==> src/rtl/paef_defines.vh <==
`ifndef PAEF_DEFINES_VH
`define PAEF_DEFINES_VH

// Register indices as printed; byte address is four times the index
`define PAEF_IDX_EXP        6'h06
`define PAEF_IDX_FUNC       6'h10
`define PAEF_ADDR_EXP       8'h18
`define PAEF_ADDR_FUNC      8'h40
`define PAEF_ADDR_CTRL      8'h80
`define PAEF_ADDR_IRQ_STAT  8'h84
`define PAEF_ADDR_IRQ_MASK  8'h88
`define PAEF_ADDR_PHY_STAT  8'h8C

// Expansion register fields
`define PAEF_EXP_PDF        4
`define PAEF_EXP_RSV3       3
`define PAEF_EXP_RSV2       2
`define PAEF_EXP_PAGE       1
`define PAEF_EXP_LPAN       0
`define PAEF_EXP_RSV2_RST   1'b1

// Function control fields
`define PAEF_FC_CRS         11
`define PAEF_FC_ED_HI       9
`define PAEF_FC_ED_LO       8
`define PAEF_FC_MDIX_HI     6
`define PAEF_FC_MDIX_LO     5
`define PAEF_FC_SQE         2
`define PAEF_FC_POL         1
`define PAEF_FC_JAB         0
`define PAEF_FC_WMASK       16'h0B67
`define PAEF_FC_RST         16'h0060
`define PAEF_MDIX_RST       2'b11
`define PAEF_MDIX_MDI       2'b00
`define PAEF_MDIX_MDIX      2'b01
`define PAEF_MDIX_AUTO      2'b11

// Control register: bit 0 software reset (self-clearing)
`define PAEF_CTRL_SWRST     0

// Interrupt status bits
`define PAEF_IRQ_PDF        0
`define PAEF_IRQ_PAGE       1
`define PAEF_IRQ_LPAN       2

`define PAEF_RESP_OKAY      2'b00
`define PAEF_RESP_SLVERR    2'b10

`endif

==> src/rtl/paef_regs.v <==
// The AXI4-Lite interface to the registers was left to the implementer.
`timescale 1ns/1ps
`default_nettype none
`include "paef_defines.vh"

module paef_regs (
    // Clock and reset
    input  wire        mclk,
    input  wire        arst_n,
    // AXI4-Lite slave
    input  wire [7:0]  s_axi_awaddr,
    input  wire        s_axi_awvalid,
    output wire        s_axi_awready,
    input  wire [31:0] s_axi_wdata,
    input  wire [3:0]  s_axi_wstrb,
    input  wire        s_axi_wvalid,
    output wire        s_axi_wready,
    output reg  [1:0]  s_axi_bresp,
    output reg         s_axi_bvalid,
    input  wire        s_axi_bready,
    input  wire [7:0]  s_axi_araddr,
    input  wire        s_axi_arvalid,
    output wire        s_axi_arready,
    output reg  [31:0] s_axi_rdata,
    output reg  [1:0]  s_axi_rresp,
    output reg         s_axi_rvalid,
    input  wire        s_axi_rready,
    // Status from the transceiver core
    input  wire        pd_fault,
    input  wire        page_rx,
    input  wire        lp_an_able,
    input  wire        full_duplex,
    input  wire        link_10bt,
    // Control to the transceiver core
    output reg  [1:0]  energy_detect_mode,
    output reg         nlp_tx_en,
    output reg  [1:0]  mdix_mode,
    output reg         sqe_test_en,
    output reg         polarity_corr_en,
    output reg         jabber_en,
    output reg         crs_on_tx,
    output reg         sw_reset,
    // Interrupt
    output wire        irq
);

    reg        rst_s1;
    reg        rst_s2;
    wire [2:0] in_s2;
    wire [1:0] dpx_s2;
    reg  [2:0] in_d;
    reg        exp_pdf;
    reg        exp_page;
    reg        exp_rsv2;
    reg  [15:0] func;
    reg  [1:0] mdix_live;
    reg  [2:0] irq_stat;
    reg  [2:0] irq_mask;
    reg  [7:0] aw_addr;
    reg        aw_have;
    reg  [31:0] w_data;
    reg  [3:0] w_strb;
    reg        w_have;
    reg  [15:0] next_func;

    wire rst_n = rst_s2;
    wire pdf_s = in_s2[0];
    wire page_s = in_s2[1];
    wire lpan_s = in_s2[2];
    wire fdx_s = dpx_s2[0];
    wire l10_s = dpx_s2[1];
    // A write lands once address and data are held and the last answer left
    wire do_wr = aw_have && w_have && !s_axi_bvalid;
    wire do_rd = s_axi_arvalid && !s_axi_rvalid;
    wire rd_exp = do_rd && (s_axi_araddr == `PAEF_ADDR_EXP);
    wire [15:0] exp_val = {11'h000,
                           exp_pdf,
                           1'b0,
                           exp_rsv2,
                           exp_page,
                           lpan_s};
    wire [2:0] ev_rise = in_s2 & ~in_d;
    wire [15:0] wmask = {{8{w_strb[1]}}, {8{w_strb[0]}}};

    // Ready drops while a word is held, so a second beat cannot overwrite it
    assign s_axi_awready = !aw_have;
    assign s_axi_wready  = !w_have;
    assign s_axi_arready = !s_axi_rvalid;
    assign irq = |(irq_stat & irq_mask);

    // Reset release synchroniser
    always @(posedge mclk or negedge arst_n) begin
        if (!arst_n) begin
            rst_s1 <= 1'b0;
            rst_s2 <= 1'b0;
        end else begin
            rst_s1 <= 1'b1;
            rst_s2 <= rst_s1;
        end
    end

    // Pin input synchronisers
    paef_sync2 #(
        .WIDTH (3)
    ) in_sync_inst (
        .mclk  (mclk),
        .rst_n (rst_n),
        .d     ({lp_an_able, page_rx, pd_fault}),
        .q     (in_s2)
    );

    paef_sync2 #(
        .WIDTH (2)
    ) dpx_sync_inst (
        .mclk  (mclk),
        .rst_n (rst_n),
        .d     ({link_10bt, full_duplex}),
        .q     (dpx_s2)
    );

    // Previous synchronised level, for rise detection
    always @(posedge mclk or negedge rst_n) begin
        if (!rst_n) begin
            in_d <= 3'h0;
        end else begin
            in_d <= in_s2;
        end
    end

    // Function control write data, fixed-zero bits masked
    always @* begin
        next_func = func;
        if (do_wr && aw_addr == `PAEF_ADDR_FUNC)
            next_func = (func & ~(wmask & `PAEF_FC_WMASK)) |
                        (w_data[15:0] & wmask & `PAEF_FC_WMASK);
    end

    // Register state
    always @(posedge mclk or negedge rst_n) begin
        if (!rst_n) begin
            func      <= `PAEF_FC_RST;
            mdix_live <= `PAEF_MDIX_RST;
            exp_pdf   <= 1'b0;
            exp_page  <= 1'b0;
            exp_rsv2  <= `PAEF_EXP_RSV2_RST;
            irq_stat  <= 3'h0;
            irq_mask  <= 3'h0;
            sw_reset  <= 1'b0;
        end else begin
            func     <= next_func;
            sw_reset <= do_wr && aw_addr == `PAEF_ADDR_CTRL &&
                        w_strb[0] && w_data[`PAEF_CTRL_SWRST];
            if (sw_reset) begin
                // Retained fields kept; crossover takes the written value
                mdix_live <= func[`PAEF_FC_MDIX_HI:`PAEF_FC_MDIX_LO];
                // An event in the reset cycle still latches
                exp_pdf   <= pdf_s;
                exp_page  <= page_s;
                exp_rsv2  <= `PAEF_EXP_RSV2_RST;
            end else begin
                // Set wins over the clear by read
                exp_pdf  <= pdf_s | (exp_pdf & ~rd_exp);
                exp_page <= page_s | (exp_page & ~rd_exp);
                if (do_wr && aw_addr == `PAEF_ADDR_EXP && w_strb[0])
                    exp_rsv2 <= w_data[`PAEF_EXP_RSV2];
            end
            if (do_wr && aw_addr == `PAEF_ADDR_IRQ_MASK && w_strb[0])
                irq_mask <= w_data[2:0];
            // A rise sets, a written one clears; the rise wins
            if (do_wr && aw_addr == `PAEF_ADDR_IRQ_STAT && w_strb[0])
                irq_stat <= ev_rise | (irq_stat & ~w_data[2:0]);
            else
                irq_stat <= irq_stat | ev_rise;
        end
    end

    // Decoded controls to the core
    always @(posedge mclk or negedge rst_n) begin
        if (!rst_n) begin
            energy_detect_mode <= 2'b00;
            nlp_tx_en          <= 1'b0;
            mdix_mode          <= `PAEF_MDIX_RST;
            sqe_test_en        <= 1'b0;
            polarity_corr_en   <= 1'b1;
            jabber_en          <= 1'b1;
            crs_on_tx          <= 1'b0;
        end else begin
            // 0x off, 10 receive sense, 11 sense plus NLP
            energy_detect_mode <= func[`PAEF_FC_ED_HI] ?
                func[`PAEF_FC_ED_HI:`PAEF_FC_ED_LO] : 2'b00;
            nlp_tx_en <= func[`PAEF_FC_ED_HI] & func[`PAEF_FC_ED_LO];
            mdix_mode <= mdix_live;
            // Full duplex overrides the SQE enable bit
            sqe_test_en <= func[`PAEF_FC_SQE] & ~fdx_s;
            polarity_corr_en <= ~func[`PAEF_FC_POL];
            jabber_en <= ~(func[`PAEF_FC_JAB] & l10_s & ~fdx_s);
            crs_on_tx <= func[`PAEF_FC_CRS];
        end
    end

    // AXI4-Lite write channel
    always @(posedge mclk or negedge rst_n) begin
        if (!rst_n) begin
            aw_have      <= 1'b0;
            aw_addr      <= 8'h00;
            w_have       <= 1'b0;
            w_data       <= 32'h0000_0000;
            w_strb       <= 4'h0;
            s_axi_bvalid <= 1'b0;
            s_axi_bresp  <= `PAEF_RESP_OKAY;
        end else begin
            if (s_axi_awvalid && !aw_have) begin
                aw_have <= 1'b1;
                aw_addr <= s_axi_awaddr;
            end
            if (s_axi_wvalid && !w_have) begin
                w_have <= 1'b1;
                w_data <= s_axi_wdata;
                w_strb <= s_axi_wstrb;
            end
            if (do_wr) begin
                aw_have      <= 1'b0;
                w_have       <= 1'b0;
                s_axi_bvalid <= 1'b1;
                case (aw_addr)
                    `PAEF_ADDR_EXP, `PAEF_ADDR_FUNC, `PAEF_ADDR_CTRL,
                    `PAEF_ADDR_IRQ_STAT, `PAEF_ADDR_IRQ_MASK,
                    `PAEF_ADDR_PHY_STAT: s_axi_bresp <= `PAEF_RESP_OKAY;
                    default: s_axi_bresp <= `PAEF_RESP_SLVERR;
                endcase
            end else if (s_axi_bready) begin
                s_axi_bvalid <= 1'b0;
            end
        end
    end

    // AXI4-Lite read channel
    // Data are captured at the accept edge and held until taken
    always @(posedge mclk or negedge rst_n) begin
        if (!rst_n) begin
            s_axi_rvalid <= 1'b0;
            s_axi_rdata  <= 32'h0000_0000;
            s_axi_rresp  <= `PAEF_RESP_OKAY;
        end else if (do_rd) begin
            s_axi_rvalid <= 1'b1;
            s_axi_rresp  <= `PAEF_RESP_OKAY;
            case (s_axi_araddr)
                `PAEF_ADDR_EXP:      s_axi_rdata <= {16'h0000, exp_val};
                `PAEF_ADDR_FUNC:     s_axi_rdata <= {16'h0000, func};
                `PAEF_ADDR_CTRL:     s_axi_rdata <= 32'h0000_0000;
                `PAEF_ADDR_IRQ_STAT: s_axi_rdata <= {29'h0, irq_stat};
                `PAEF_ADDR_IRQ_MASK: s_axi_rdata <= {29'h0, irq_mask};
                `PAEF_ADDR_PHY_STAT: s_axi_rdata <= {27'h0, l10_s, fdx_s,
                                                     mdix_live, irq};
                default: begin
                    s_axi_rdata <= 32'h0000_0000;
                    s_axi_rresp <= `PAEF_RESP_SLVERR;
                end
            endcase
        end else if (s_axi_rready) begin
            s_axi_rvalid <= 1'b0;
        end
    end

endmodule

// Two-flop synchroniser for inputs from outside the clock domain
module paef_sync2 #(
    parameter WIDTH = 1
) (
    // Clock and reset
    input  wire             mclk,
    input  wire             rst_n,
    // Asynchronous input and its synchronised copy
    input  wire [WIDTH-1:0] d,
    output reg  [WIDTH-1:0] q
);

    reg [WIDTH-1:0] meta;

    always @(posedge mclk or negedge rst_n) begin
        if (!rst_n) begin
            meta <= {WIDTH{1'b0}};
            q    <= {WIDTH{1'b0}};
        end else begin
            meta <= d;
            q    <= meta;
        end
    end

endmodule
`default_nettype wire

==> config.mk <==
export PLATFORM = sky130hd
export DESIGN_NAME = paef_regs
export DESIGN_NICKNAME = d
export VERILOG_FILES = /design/src/rtl/paef_regs.v
export VERILOG_INCLUDE_DIRS = /design/src /design/src/rtl
export SDC_FILE = /design/constraint.sdc
export NUM_CORES = 1
export LEC_CHECK = 0
export BUFFER_PORTS_ARGS = -buffer_cell sky130_fd_sc_hd__buf_2
export CAP_MARGIN = 20
export CORE_MARGIN = 1.5
export CORE_UTILIZATION = 51
export CTS_BUF_LIST = sky130_fd_sc_hd__clkbuf_2
export DETAILED_ROUTE_END_ITERATION = 10
export PLACE_DENSITY = 0.82
export SLEW_MARGIN = 10
export SYNTH_ARGS = -nofsm -noshare
export SYNTH_HDL_FRONTEND = slang
export SYNTH_SLANG_ARGS = --single-unit
==> constraint.sdc <==
create_clock -name mclk -period 3.2 [get_ports mclk]
set_clock_uncertainty 0.1 [all_clocks]
set_input_delay 0.32 -clock mclk [delete_from_list [all_inputs] [get_ports mclk]]
set_output_delay 0.32 -clock mclk [all_outputs]
set_load 0.03 [all_outputs]
==> results of run 1 <==
==> placed cells by master, fill, tap and decap left out, types with 9 or more instances in the layout <==
cell type / count
sky130_fd_sc_hd__nand2_1: 23
sky130_fd_sc_hd__buf_2: 65
sky130_fd_sc_hd__dfstp_2: 9
sky130_fd_sc_hd__mux2_2: 31
sky130_fd_sc_hd__clkbuf_2: 9
sky130_fd_sc_hd__dfrtp_1: 67
sky130_fd_sc_hd__inv_1: 11
sky130_fd_sc_hd__nor2_1: 10
sky130_fd_sc_hd__dlygate4sd3_1: 29
sky130_fd_sc_hd__conb_1: 25
==> cells in the mapped netlist, types with 2 or more instances <==
cell                       number  area, um^2
sky130_fd_sc_hd__a21o_1         2        15.0
sky130_fd_sc_hd__a21oi_1        5        25.0
sky130_fd_sc_hd__a22o_1         5        43.8
sky130_fd_sc_hd__a31oi_1        2        12.5
sky130_fd_sc_hd__buf_4         25         188
sky130_fd_sc_hd__clkbuf_1       5        18.8
sky130_fd_sc_hd__conb_1         2        7.51
sky130_fd_sc_hd__dfrtp_1       68        1700
sky130_fd_sc_hd__dfstp_2        9         236
sky130_fd_sc_hd__inv_1         11        41.3
sky130_fd_sc_hd__mux2_2        31         349
sky130_fd_sc_hd__mux2i_1        2        20.0
sky130_fd_sc_hd__nand2_1       23        86.3
sky130_fd_sc_hd__nand3_1        8        40.0
sky130_fd_sc_hd__nand3b_1       3        22.5
sky130_fd_sc_hd__nand4_1        3        18.8
sky130_fd_sc_hd__nand4b_1       3        26.3
sky130_fd_sc_hd__nor2_1        10        37.5
sky130_fd_sc_hd__nor2b_1        4        25.0
sky130_fd_sc_hd__nor3_1         3        15.0
sky130_fd_sc_hd__o21ai_0        4        20.0
sky130_fd_sc_hd__o31ai_1        3        22.5
sky130_fd_sc_hd__or4b_1         2        20.0
sky130_fd_sc_hd__or4b_2         2        20.0
==> power by group <==
part / total, mW / switching, mW / internal [mW]
registers: 1.34 / 0.164 / 1.17
logic: 0.599 / 0.331 / 0.268
clock network: 0.591 / 0.336 / 0.255
total: 2.53 / 0.831 / 1.70
==> stage by stage <==
step | cells | util [%]
finish | 432 | 65.4
global route | 432 | 65.4
CTS | 432 | 65.4
detailed placement | 387 | 58.3
global placement | 387 | 58.3
floorplan | 277 | -
==> logic make-up (layout without fill, tap and decap cells) <==
kind of cell	count (synthesis)	in the layout	synth area share (%)
buffers and inverters	43	123	8.26
AND/OR/NAND/NOR	72	72	13.4
other	2	25	0.235
flip-flops	77	77	60.6
AO/OA/AOI/OAI	27	27	5.87
multiplexers	33	33	11.6
==> layer usage <==
layer	part of all wire [%]	routed length, um	vias up
li1	-	-	1035
met1	43	2600	1061
met2	52	3170	76
met3	4.2	257	10
met4	1.5	90	0
met5	0	0	-
==> worst paths after layout <==
kind	slack (ns)	to	startpoint
worst max-delay path	1.18	irq	irq_stat[2]$_DFF_PN0_
worst min-delay path	0.05	s_axi_rdata[5]$_DFFE_PN0P_	s_axi_araddr[5]
worst max register to register	1.22	irq_stat[0]$_DFF_PN0_	aw_addr[4]$_DFFE_PN0P_
worst min register to register	0.16	in_d[2]$_DFF_PN0_	rst_n$_DFF_PN0_
max in group asynchronous	1.99	jabber_en$_DFF_PN1_	rst_n$_DFF_PN0_
min in group asynchronous	0.16	in_d[2]$_DFF_PN0_	rst_n$_DFF_PN0_
==> cell type report <==
type	instances	area, um^2	area share, %
Timing Repair Buffer	96	631	16.1
Clock buffer	9	45.0	1.15
Sequential cell	77	1940	49.5
Tap cell	75	93.8	2.39
Clock inverter	7	90.1	2.30
Inverter	11	41.3	1.05
Multi-Input combinational cell	157	1080	27.5
==> repair_timing <==
item                       CTS  global route
hold endpoints to repair    29             0
buffers inserted             0             0
setup endpoints to repair    0             0
hold buffers                29             0
==> worst min-delay path, cell delays in order <==
cell and delay (ns):
sky130_fd_sc_hd__buf_2 0.12, sky130_fd_sc_hd__nor4_4 0.08, sky130_fd_sc_hd__nand3_1 0.08, sky130_fd_sc_hd__nand2_1 0.05
==> flow_metrics.py, run 1 <==
metrics = {
    "detailed_routing": {
        "ant_nets": 0,
        "drc_errors": 0,
        "detail_route.wirelength_um": 6120,
        "dr_total_vias": 2182,
        "drt_pass1_iterations": 4,
        "routed_via_density": 5.05,
        "drt-wirelength-per-cell_um": 14.2,
        "first_iter_violations": 101,
    },
    "setup_path": {
        "path_class": "register to primary output",
        "timing.critical_path.max_delay_family": "flip-flops",
        "worst_setup_path_end_kind": "primary output",
        "cpPeakStageDelay_ns": 0.45,
        "cp.buffers_inverters": 2,
        "critPathRequiredTime_ns": 2.78,
        "worst_reg_to_reg_path_cell_count": 4,
        "critical-path-slowest-cell": "sky130_fd_sc_hd__dfrtp_1",
        "timing.critical_path.cells": "a22o_1, a21oi_1, inv_1, buf_2",
        "cp.arrival_ns": 1.60,
        "critical_path_depth": 4,
        "cp_max_fo": 3,
        "critical_path.startpoint_type": "register",
    },
    "global_routing": {
        "grt.busiest_layer": "met2",
        "global_route.usage.met2_pct": 33.8,
        "initial_antenna_violation_count": 0,
        "grt_util_all_layers_pct": 20.4,
        "globalRouteMet3Util_pct": 4.40,
        "total_overflow_reported_by_the_global_router": 0,
        "met1_usage_pct": 25.7,
        "first_pass_grt_wire_length_um": 10000,
        "via_count_of_the_first_global_routing_pass": 2144,
        "grt_max_degree": 34,
    },
    "sta": {
        "timing_worst_slew_pin_value_ns": 0.868,
        "setup_ws_ns": 1.18,
        "part_of_the_cycle_the_worst_path_needs_pct": 63.2,
        "slew-limit-headroom_pct": 42.0,
        "rsz0062_at_grt": "no",
        "timing.hold.ws_ns": 0.0527,
        "slew_violations": 0,
        "final-setup-viol-count": 0,
        "fin_setup_tns_ns": 0,
        "post-route-min-period_ns": 2.02,
        "report.final.hold_viol_count": 0,
        "max_clock_freq_mhz": 495,
    },
    "finish": {
        "layout.nets": 416,
        "syn2layout_area_growth_pct": 22.7,
        "post_route_cells_drive_above_1_share_pct": 36.1,
        "diodes": 0,
        "n_fill_cell": 466,
        "final_standard_cell_area_without_fillers_mm2": 0.00392,
    },
    "power_and_ir_drop": {
        "total_leakage_power_nw": 1.90,
        "ir_worst_vdd_mv": 0.492,
        "pwr_density_cell_mw_per_mm2": 645,
        "p_total_mw": 2.53,
    },
    "hold_path": {
        "hold_path.class": "primary input to register",
        "worst_hold_path.num_cells": 4,
    },
    "logic_synthesis": {
        "synth_sequential_area_ratio_pct": 60.6,
        "synth.distinct_cells": 43,
        "syn_area_per_cell_um2": 12.6,
        "synth.yosys.warnings": 0,
        "synth_area_mm2": 0.00320,
        "ys_ff_latch": 77,
        "async_flop_share_pct": 100,
        "synth_top_flop_cell": "sky130_fd_sc_hd__dfrtp_1",
        "synth_enable_flop_cells": 0,
        "netlist_instances": 254,
    },
    "flow_run": {
        "reported_max_cap_violation_count": 0,
    },
    "clock_network": {
        "cts_tree": "yes",
        "clock-root-buffer": "sky130_fd_sc_hd__clkbuf_2",
        "clock_tree.htree_level_count": 3,
        "clock_insertion_delay_worst_skew_ns": 0.50,
        "clock_buffer_count_from_cts": 9,
        "post_cts.resized_instances": 0,
        "cts.path.max_buffers": 2,
        "clkSinkCount": 77,
        "clkTransAtPathRegs_ns": 0.21,
    },
    "placed_design": {
        "port_buffers": 65,
        "area_post_placement_mm2": 0.00349,
        "gp_routability_congestion": 0.893,
        "dpl_worst_slack_ns": 1.14,
        "dp_hpwl_um": 4220,
    },
    "die": {
        "die_h_um": 82.2,
        "floorplan.core_area_mm2": 0.00599,
        "die_width_um": 82.2,
        "placementRows": 28,
        "die_area_mm2": 0.00675,
        "io_pins": 116,
        "starting_density_pct": 53.3,
    },
    "status": {
        "run_status": "finished, final reports clean",
    },
}
(Power assumes the default switching activity.)
==> run 2, diff against run 1 <==
Clock period 3.2 ns to 2.11 ns, I/O delays scaled along.
==> flow_metrics.py, run 2 (synthesis gave the netlist of run 1 again) <==
metrics = {
    "sta": {
        "report.final.hold_viol_count": 0,
        "max_clock_freq_mhz": 508,
        "slew_violations": 0,
        "timing.hold.ws_ns": 0.0681,
        "final-setup-viol-count": 0,
        "fin_setup_tns_ns": 0,
        "timing_worst_slew_pin_value_ns": 0.608,
        "part_of_the_cycle_the_worst_path_needs_pct": 93.3,
        "slew-limit-headroom_pct": 59.4,
        "rsz0062_at_grt": "no",
        "post-route-min-period_ns": 1.97,
    },
    "power_and_ir_drop": {
        "net-switching-power_mw": 1.23,
        "clock_power_share_pct": 18.1,
        "pwr_density_cell_mw_per_mm2": 915,
        "p_total_mw": 3.61,
        "switching_share_pct": 34.1,
        "power_frac_comb_pct": 25.8,
        "power_frac_seq_pct": 56.0,
        "total_leakage_power_nw": 1.92,
        "p_int_mw": 2.38,
        "ir_worst_vdd_mv": 0.677,
    },
    "status": {
        "run_status": "finished, final reports clean",
    },
    "die": {
        "floorplan.core_area_mm2": 0.00599,
        "placementRows": 28,
        "starting_density_pct": 53.3,
        "io_pins": 116,
        "die_width_um": 82.2,
        "die_h_um": 82.2,
        "die_area_mm2": 0.00675,
    },
    "detailed_routing": {
        "detail_route.wirelength_um": 6080,
        "first_iter_violations": 229,
        "ant_nets": 0,
        "drt_pass1_iterations": 5,
        "drc_errors": 0,
        "routed_via_density": 5.15,
        "drt-wirelength-per-cell_um": 13.8,
        "dr_total_vias": 2263,
    },
    "clock_network": {
        "clock-root-buffer": "sky130_fd_sc_hd__clkbuf_2",
        "cts.path.max_buffers": 2,
        "clock_insertion_delay_worst_skew_ns": 0.49,
        "clkSinkCount": 77,
        "post_cts.resized_instances": 0,
        "cts_tree": "yes",
        "clock_tree.htree_level_count": 3,
        "clkTransAtPathRegs_ns": 0.20,
        "clock_buffer_count_from_cts": 9,
    },
    "placed_design": {
        "gp_routability_congestion": 0.864,
        "dp_hpwl_um": 4160,
        "port_buffers": 65,
    },
    "setup_path": {
        "timing.critical_path.max_delay_family": "simple AND/OR/NAND/NOR gates",
        "cp.arrival_ns": 2.25,
        "critical-path-slowest-cell": "sky130_fd_sc_hd__or4b_4",
        "timing.critical_path.cells": "dlygate4sd3_1, buf_2, or4b_4, nor4b_4, a21oi_1, a21o_1",
        "cp.buffers_inverters": 2,
        "cp_max_fo": 10,
        "critical_path.startpoint_type": "primary input",
        "worst_setup_path_end_kind": "register",
        "critPathRequiredTime_ns": 2.39,
        "path_class": "primary input to register",
        "cpPeakStageDelay_ns": 0.58,
    },
    "hold_path": {
        "hold_path.class": "primary input to register",
    },
    "global_routing": {
        "grt_util_all_layers_pct": 20.5,
        "total_overflow_reported_by_the_global_router": 0,
        "initial_antenna_violation_count": 0,
        "via_count_of_the_first_global_routing_pass": 2180,
        "first_pass_grt_wire_length_um": 10100,
        "grt_max_degree": 59,
    },
    "finish": {
        "layout_commonest_cell": "sky130_fd_sc_hd__dfrtp_1",
        "layout.nets": 423,
        "highest_count_cells_in_the_layout_ignoring_fill_and_taps": "sky130_fd_sc_hd__dfrtp_1 (67), sky130_fd_sc_hd__buf_2 (65), sky130_fd_sc_hd__dlygate4sd3_1 (33)",
        "syn2layout_area_growth_pct": 23.5,
        "diodes": 0,
        "n_fill_cell": 465,
        "post_route_cells_drive_above_1_share_pct": 36.5,
    },
    "flow_run": {
        "reported_max_cap_violation_count": 0,
    },
}
run 2: cell types whose count changed in the layout (fill, tap and decap cells not counted), sizes merged:
cell / previous run / this run
clkbuf: 9 / 12
bufinv: 2 / 0
dlygate4sd3: 29 / 33
clkinv: 4 / 3
buf: 67 / 70
run 2: routing by layer:
layer	up-vias	routed length, um	global-route usage [%]
li1	1048	-	-
met1	1104	2540	25.7
met3	13	357	4.18
met2	98	3060	34.1
met5	-	0	0
met4	0	121	10.0
run 2: worst paths after layout:
| kind | to | cells past startpoint | from | slack, ns |
|---|---|---|---|---|
| worst max-delay path | exp_pdf$_DFF_PN0_ | 6 | s_axi_araddr[2] | 0.14 |
| worst min-delay path | s_axi_rdata[4]$_DFFE_PN0P_ | 4 | s_axi_araddr[4] | 0.07 |
| worst max register to register | irq_mask[2]$_DFFE_PN0P_ | 4 | aw_addr[4]$_DFFE_PN0P_ | 0.16 |
| worst min register to register | aw_addr[3]$_DFFE_PN0P_ | 0 | rst_n$_DFF_PN0_ | 0.10 |
| max in group asynchronous | mdix_live[1]$_DFFE_PN1P_ | 1 | rst_n$_DFF_PN0_ | 1.11 |
| min in group asynchronous | aw_addr[3]$_DFFE_PN0P_ | 0 | rst_n$_DFF_PN0_ | 0.10 |
run 2: power by group through the flow:
stage,logic (mW),clock network (mW),registers (mW)
final,0.933,0.654,2.02
after global routing,1.03,0.742,2.07
after CTS,0.939,0.678,2.02
after detailed placement,0.894,0,2.05
after global placement,0.866,0,2.04
after floorplan,0.603,0,2.09
run 2: final cells by class:
cell class              count  area [um^2]  share of cell area, %
clock buffers              12         60.1                   1.52
clock inverters             4         26.3                  0.666
inverters                  11         41.3                   1.05
multi-input cells         157         1080                   27.4
flip-flops and latches     77         1940                   49.1
well taps                  75         93.8                   2.38
repair buffers            103          706                   17.9
run 2: per-stage QoR:
stage	util, %	cells	setup slack (ns)	cell area (um^2)
2_1_floorplan	-	277	0.293	3280
3_3_place_gp	58.9	390	0.174	3530
3_5_place_dp	58.9	390	0.175	3530
4_1_cts	65.9	439	0.144	3950
5_1_grt	65.9	439	0.0510	3950
6_report	65.9	439	0.142	3950
run 2: worst min-delay path: cells and delay by family:
kind	cells	cell delay [ns]
simple gates	2	0.22
buf+inv	1	0.14
compound gates	1	0.07
run 2: what timing repair did:
item / CTS / global route
endpoints found under the hold margin: 33 / 0
setup buffers: 0 / 0
hold buffers: 33 / 0
==> run 3, diff against run 2 <==
Settings changed: CORE_UTILIZATION 51 to 46, PLACE_DENSITY 0.82 to 0.78.
Clock period 2.11 ns to 1.7 ns, I/O delays scaled along.
==> flow_metrics.py, run 3 (synthesis gave the netlist of run 1 again) <==
metrics = {
    "detailed_routing": {
        "detail_route.wirelength_um": 6680,
        "routed_via_density": 4.94,
        "drc_errors": 0,
        "dr_total_vias": 2375,
        "drt-wirelength-per-cell_um": 13.9,
        "first_iter_violations": 83,
        "ant_nets": 0,
        "drt_pass1_iterations": 4,
    },
    "global_routing": {
        "grt_max_degree": 59,
        "total_overflow_reported_by_the_global_router": 0,
        "grt_util_all_layers_pct": 19.2,
        "via_count_of_the_first_global_routing_pass": 2294,
        "initial_antenna_violation_count": 0,
        "first_pass_grt_wire_length_um": 10800,
    },
    "sta": {
        "timing_worst_slew_pin_value_ns": 0.514,
        "report.final.hold_viol_count": 0,
        "post-route-min-period_ns": 1.80,
        "fin_setup_tns_ns": -0.797,
        "part_of_the_cycle_the_worst_path_needs_pct": 106,
        "setup_ws_ns": -0.0988,
        "max_clock_freq_mhz": 556,
        "rsz0062_at_grt": "yes",
        "slew-limit-headroom_pct": 65.5,
        "final-setup-viol-count": 19,
        "slew_violations": 0,
    },
    "die": {
        "die_width_um": 86.3,
        "die_h_um": 86.3,
        "placementRows": 30,
        "io_pins": 116,
        "floorplan.core_area_mm2": 0.00676,
        "starting_density_pct": 47.3,
        "die_area_mm2": 0.00746,
    },
    "finish": {
        "layout_commonest_cell": "sky130_fd_sc_hd__dfrtp_1",
        "n_fill_cell": 516,
        "layout.nets": 460,
        "final_standard_cell_area_without_fillers_mm2": 0.00441,
        "diodes": 0,
        "post_route_cells_drive_above_1_share_pct": 44.1,
        "area.sequential_mm2": 0.00194,
        "highest_count_cells_in_the_layout_ignoring_fill_and_taps": "sky130_fd_sc_hd__dfrtp_1 (67), sky130_fd_sc_hd__buf_2 (64), sky130_fd_sc_hd__dlygate4sd3_1 (36)",
        "multi_input_comb_area_mm2": 0.00118,
        "syn2layout_area_growth_pct": 38.0,
    },
    "setup_path": {
        "critPathRequiredTime_ns": 1.99,
        "cp.arrival_ns": 2.09,
        "path_class": "primary input to register",
        "cp_max_fo": 4,
        "timing.critical_path.cells": "buf_2, dlygate4sd3_1, or4b_4, nor4b_4, a21oi_2, a21o_1",
        "cpPeakStageDelay_ns": 0.57,
        "critical_path.startpoint_type": "primary input",
        "critical-path-slowest-cell": "sky130_fd_sc_hd__dlygate4sd3_1",
        "worst_setup_path_end_kind": "register",
    },
    "clock_network": {
        "cts_tree": "yes",
        "clkSinkCount": 77,
        "clock_buffer_count_from_cts": 9,
        "clock_tree.htree_level_count": 3,
        "clock-root-buffer": "sky130_fd_sc_hd__clkbuf_2",
        "clock_insertion_delay_worst_skew_ns": 0.48,
        "clkTransAtPathRegs_ns": 0.21,
        "cts.path.max_buffers": 2,
    },
    "placed_design": {
        "dp_hpwl_um": 4390,
        "port_buffers": 65,
        "area_post_placement_mm2": 0.00368,
        "dpl_worst_slack_ns": -0.201,
        "gp_routability_congestion": 0.858,
    },
    "status": {
        "run_status": "complete, but fails checks",
        "failed_checks": "negative setup slack",
    },
    "flow_run": {
        "reported_max_cap_violation_count": 0,
    },
    "power_and_ir_drop": {
        "total_leakage_power_nw": 2.18,
        "pwr_density_cell_mw_per_mm2": 1210,
        "ir_worst_vdd_mv": 0.914,
    },
    "hold_path": {
        "hold_path.class": "primary input to register",
    },
}
[run 3: changes by cell type in the layout (fill, tap and decap cells not counted), sizes merged]
cell,before,now
dlygate4sd3,33,36
dlymetal6s4s,0,1
bufinv,0,2
clkinvlp,1,0
clkbuf,12,11
buf,70,103
[run 3: final cells by class]
class / count / area share (%)
Multi-Input combinational cell: 157 / 26.8
Clock buffer: 11 / 1.25
Inverter: 11 / 0.936
Tap cell: 80 / 2.27
Clock inverter: 5 / 1.70
Sequential cell: 77 / 44.0
Timing Repair Buffer: 140 / 23.1
[run 3: worst max-delay path, delay by kind of cell]
kind	cells	cell delay [ns]
simple gates	2	0.95
compound gates	2	0.30
buf+inv	2	0.67
[run 3: report_power, final]
part           total (mW)  internal (mW)  switching [mW]
clock network        1.08          0.493           0.586
logic                1.76          0.889           0.869
registers            2.49           2.21           0.280
total                5.33           3.59            1.73
[run 3: stage by stage]
step / std cells / hold slack, ns / util (%) / power, mW
2_1_floorplan: 277 / -0.226 / - / 3.36
3_3_place_gp: 413 / -0.144 / 54.5 / 3.82
3_5_place_dp: 413 / -0.141 / 54.5 / 3.88
4_1_cts: 470 / -0.0148 / 63.5 / 5.20
5_1_grt: 481 / -0.0341 / 65.3 / 5.64
6_report: 481 / 0.0455 / 65.3 / 5.33
[run 3: per-layer routing]
layer	track usage (%)	share of wire, %	up-vias	routed length (um)
li1	-	-	1125	-
met3	7.24	5.2	11	350
met4	4.84	1.6	0	108
met2	33.4	51	84	3410
met5	0	0	-	0
met1	22.4	42	1155	2810
[run 3: what timing repair did]
item | 4_1_cts | 5_1_grt
endpoints found under the hold margin | 34 | 3
pin swaps | 10 | 10
setup endpoints to repair | 17 | 22
cloned | 0 | 0
gates resized for setup | 18 | 8
setup buffers | 6 | 9
hold buffers | 35 | 3
[run 3: path summary, 6_finish.rpt]
path,end,depth (start not counted),slack [ns],startpoint
max,exp_page$_DFF_PN0_,6,-0.1,s_axi_araddr[5]
min,s_axi_rdata[4]$_DFFE_PN0P_,5,0.05,s_axi_araddr[6]
max reg2reg,exp_rsv2$_DFFE_PN1P_,6,-0.09,aw_addr[0]$_DFFE_PN0P_
min reg2reg,s_axi_rdata[1]$_DFFE_PN0P_,1,0.16,rst_n$_DFF_PN0_
max in group asynchronous,rst_n$_DFF_PN0_,3,0.94,arst_n
min in group asynchronous,s_axi_rdata[1]$_DFFE_PN0P_,1,0.16,rst_n$_DFF_PN0_
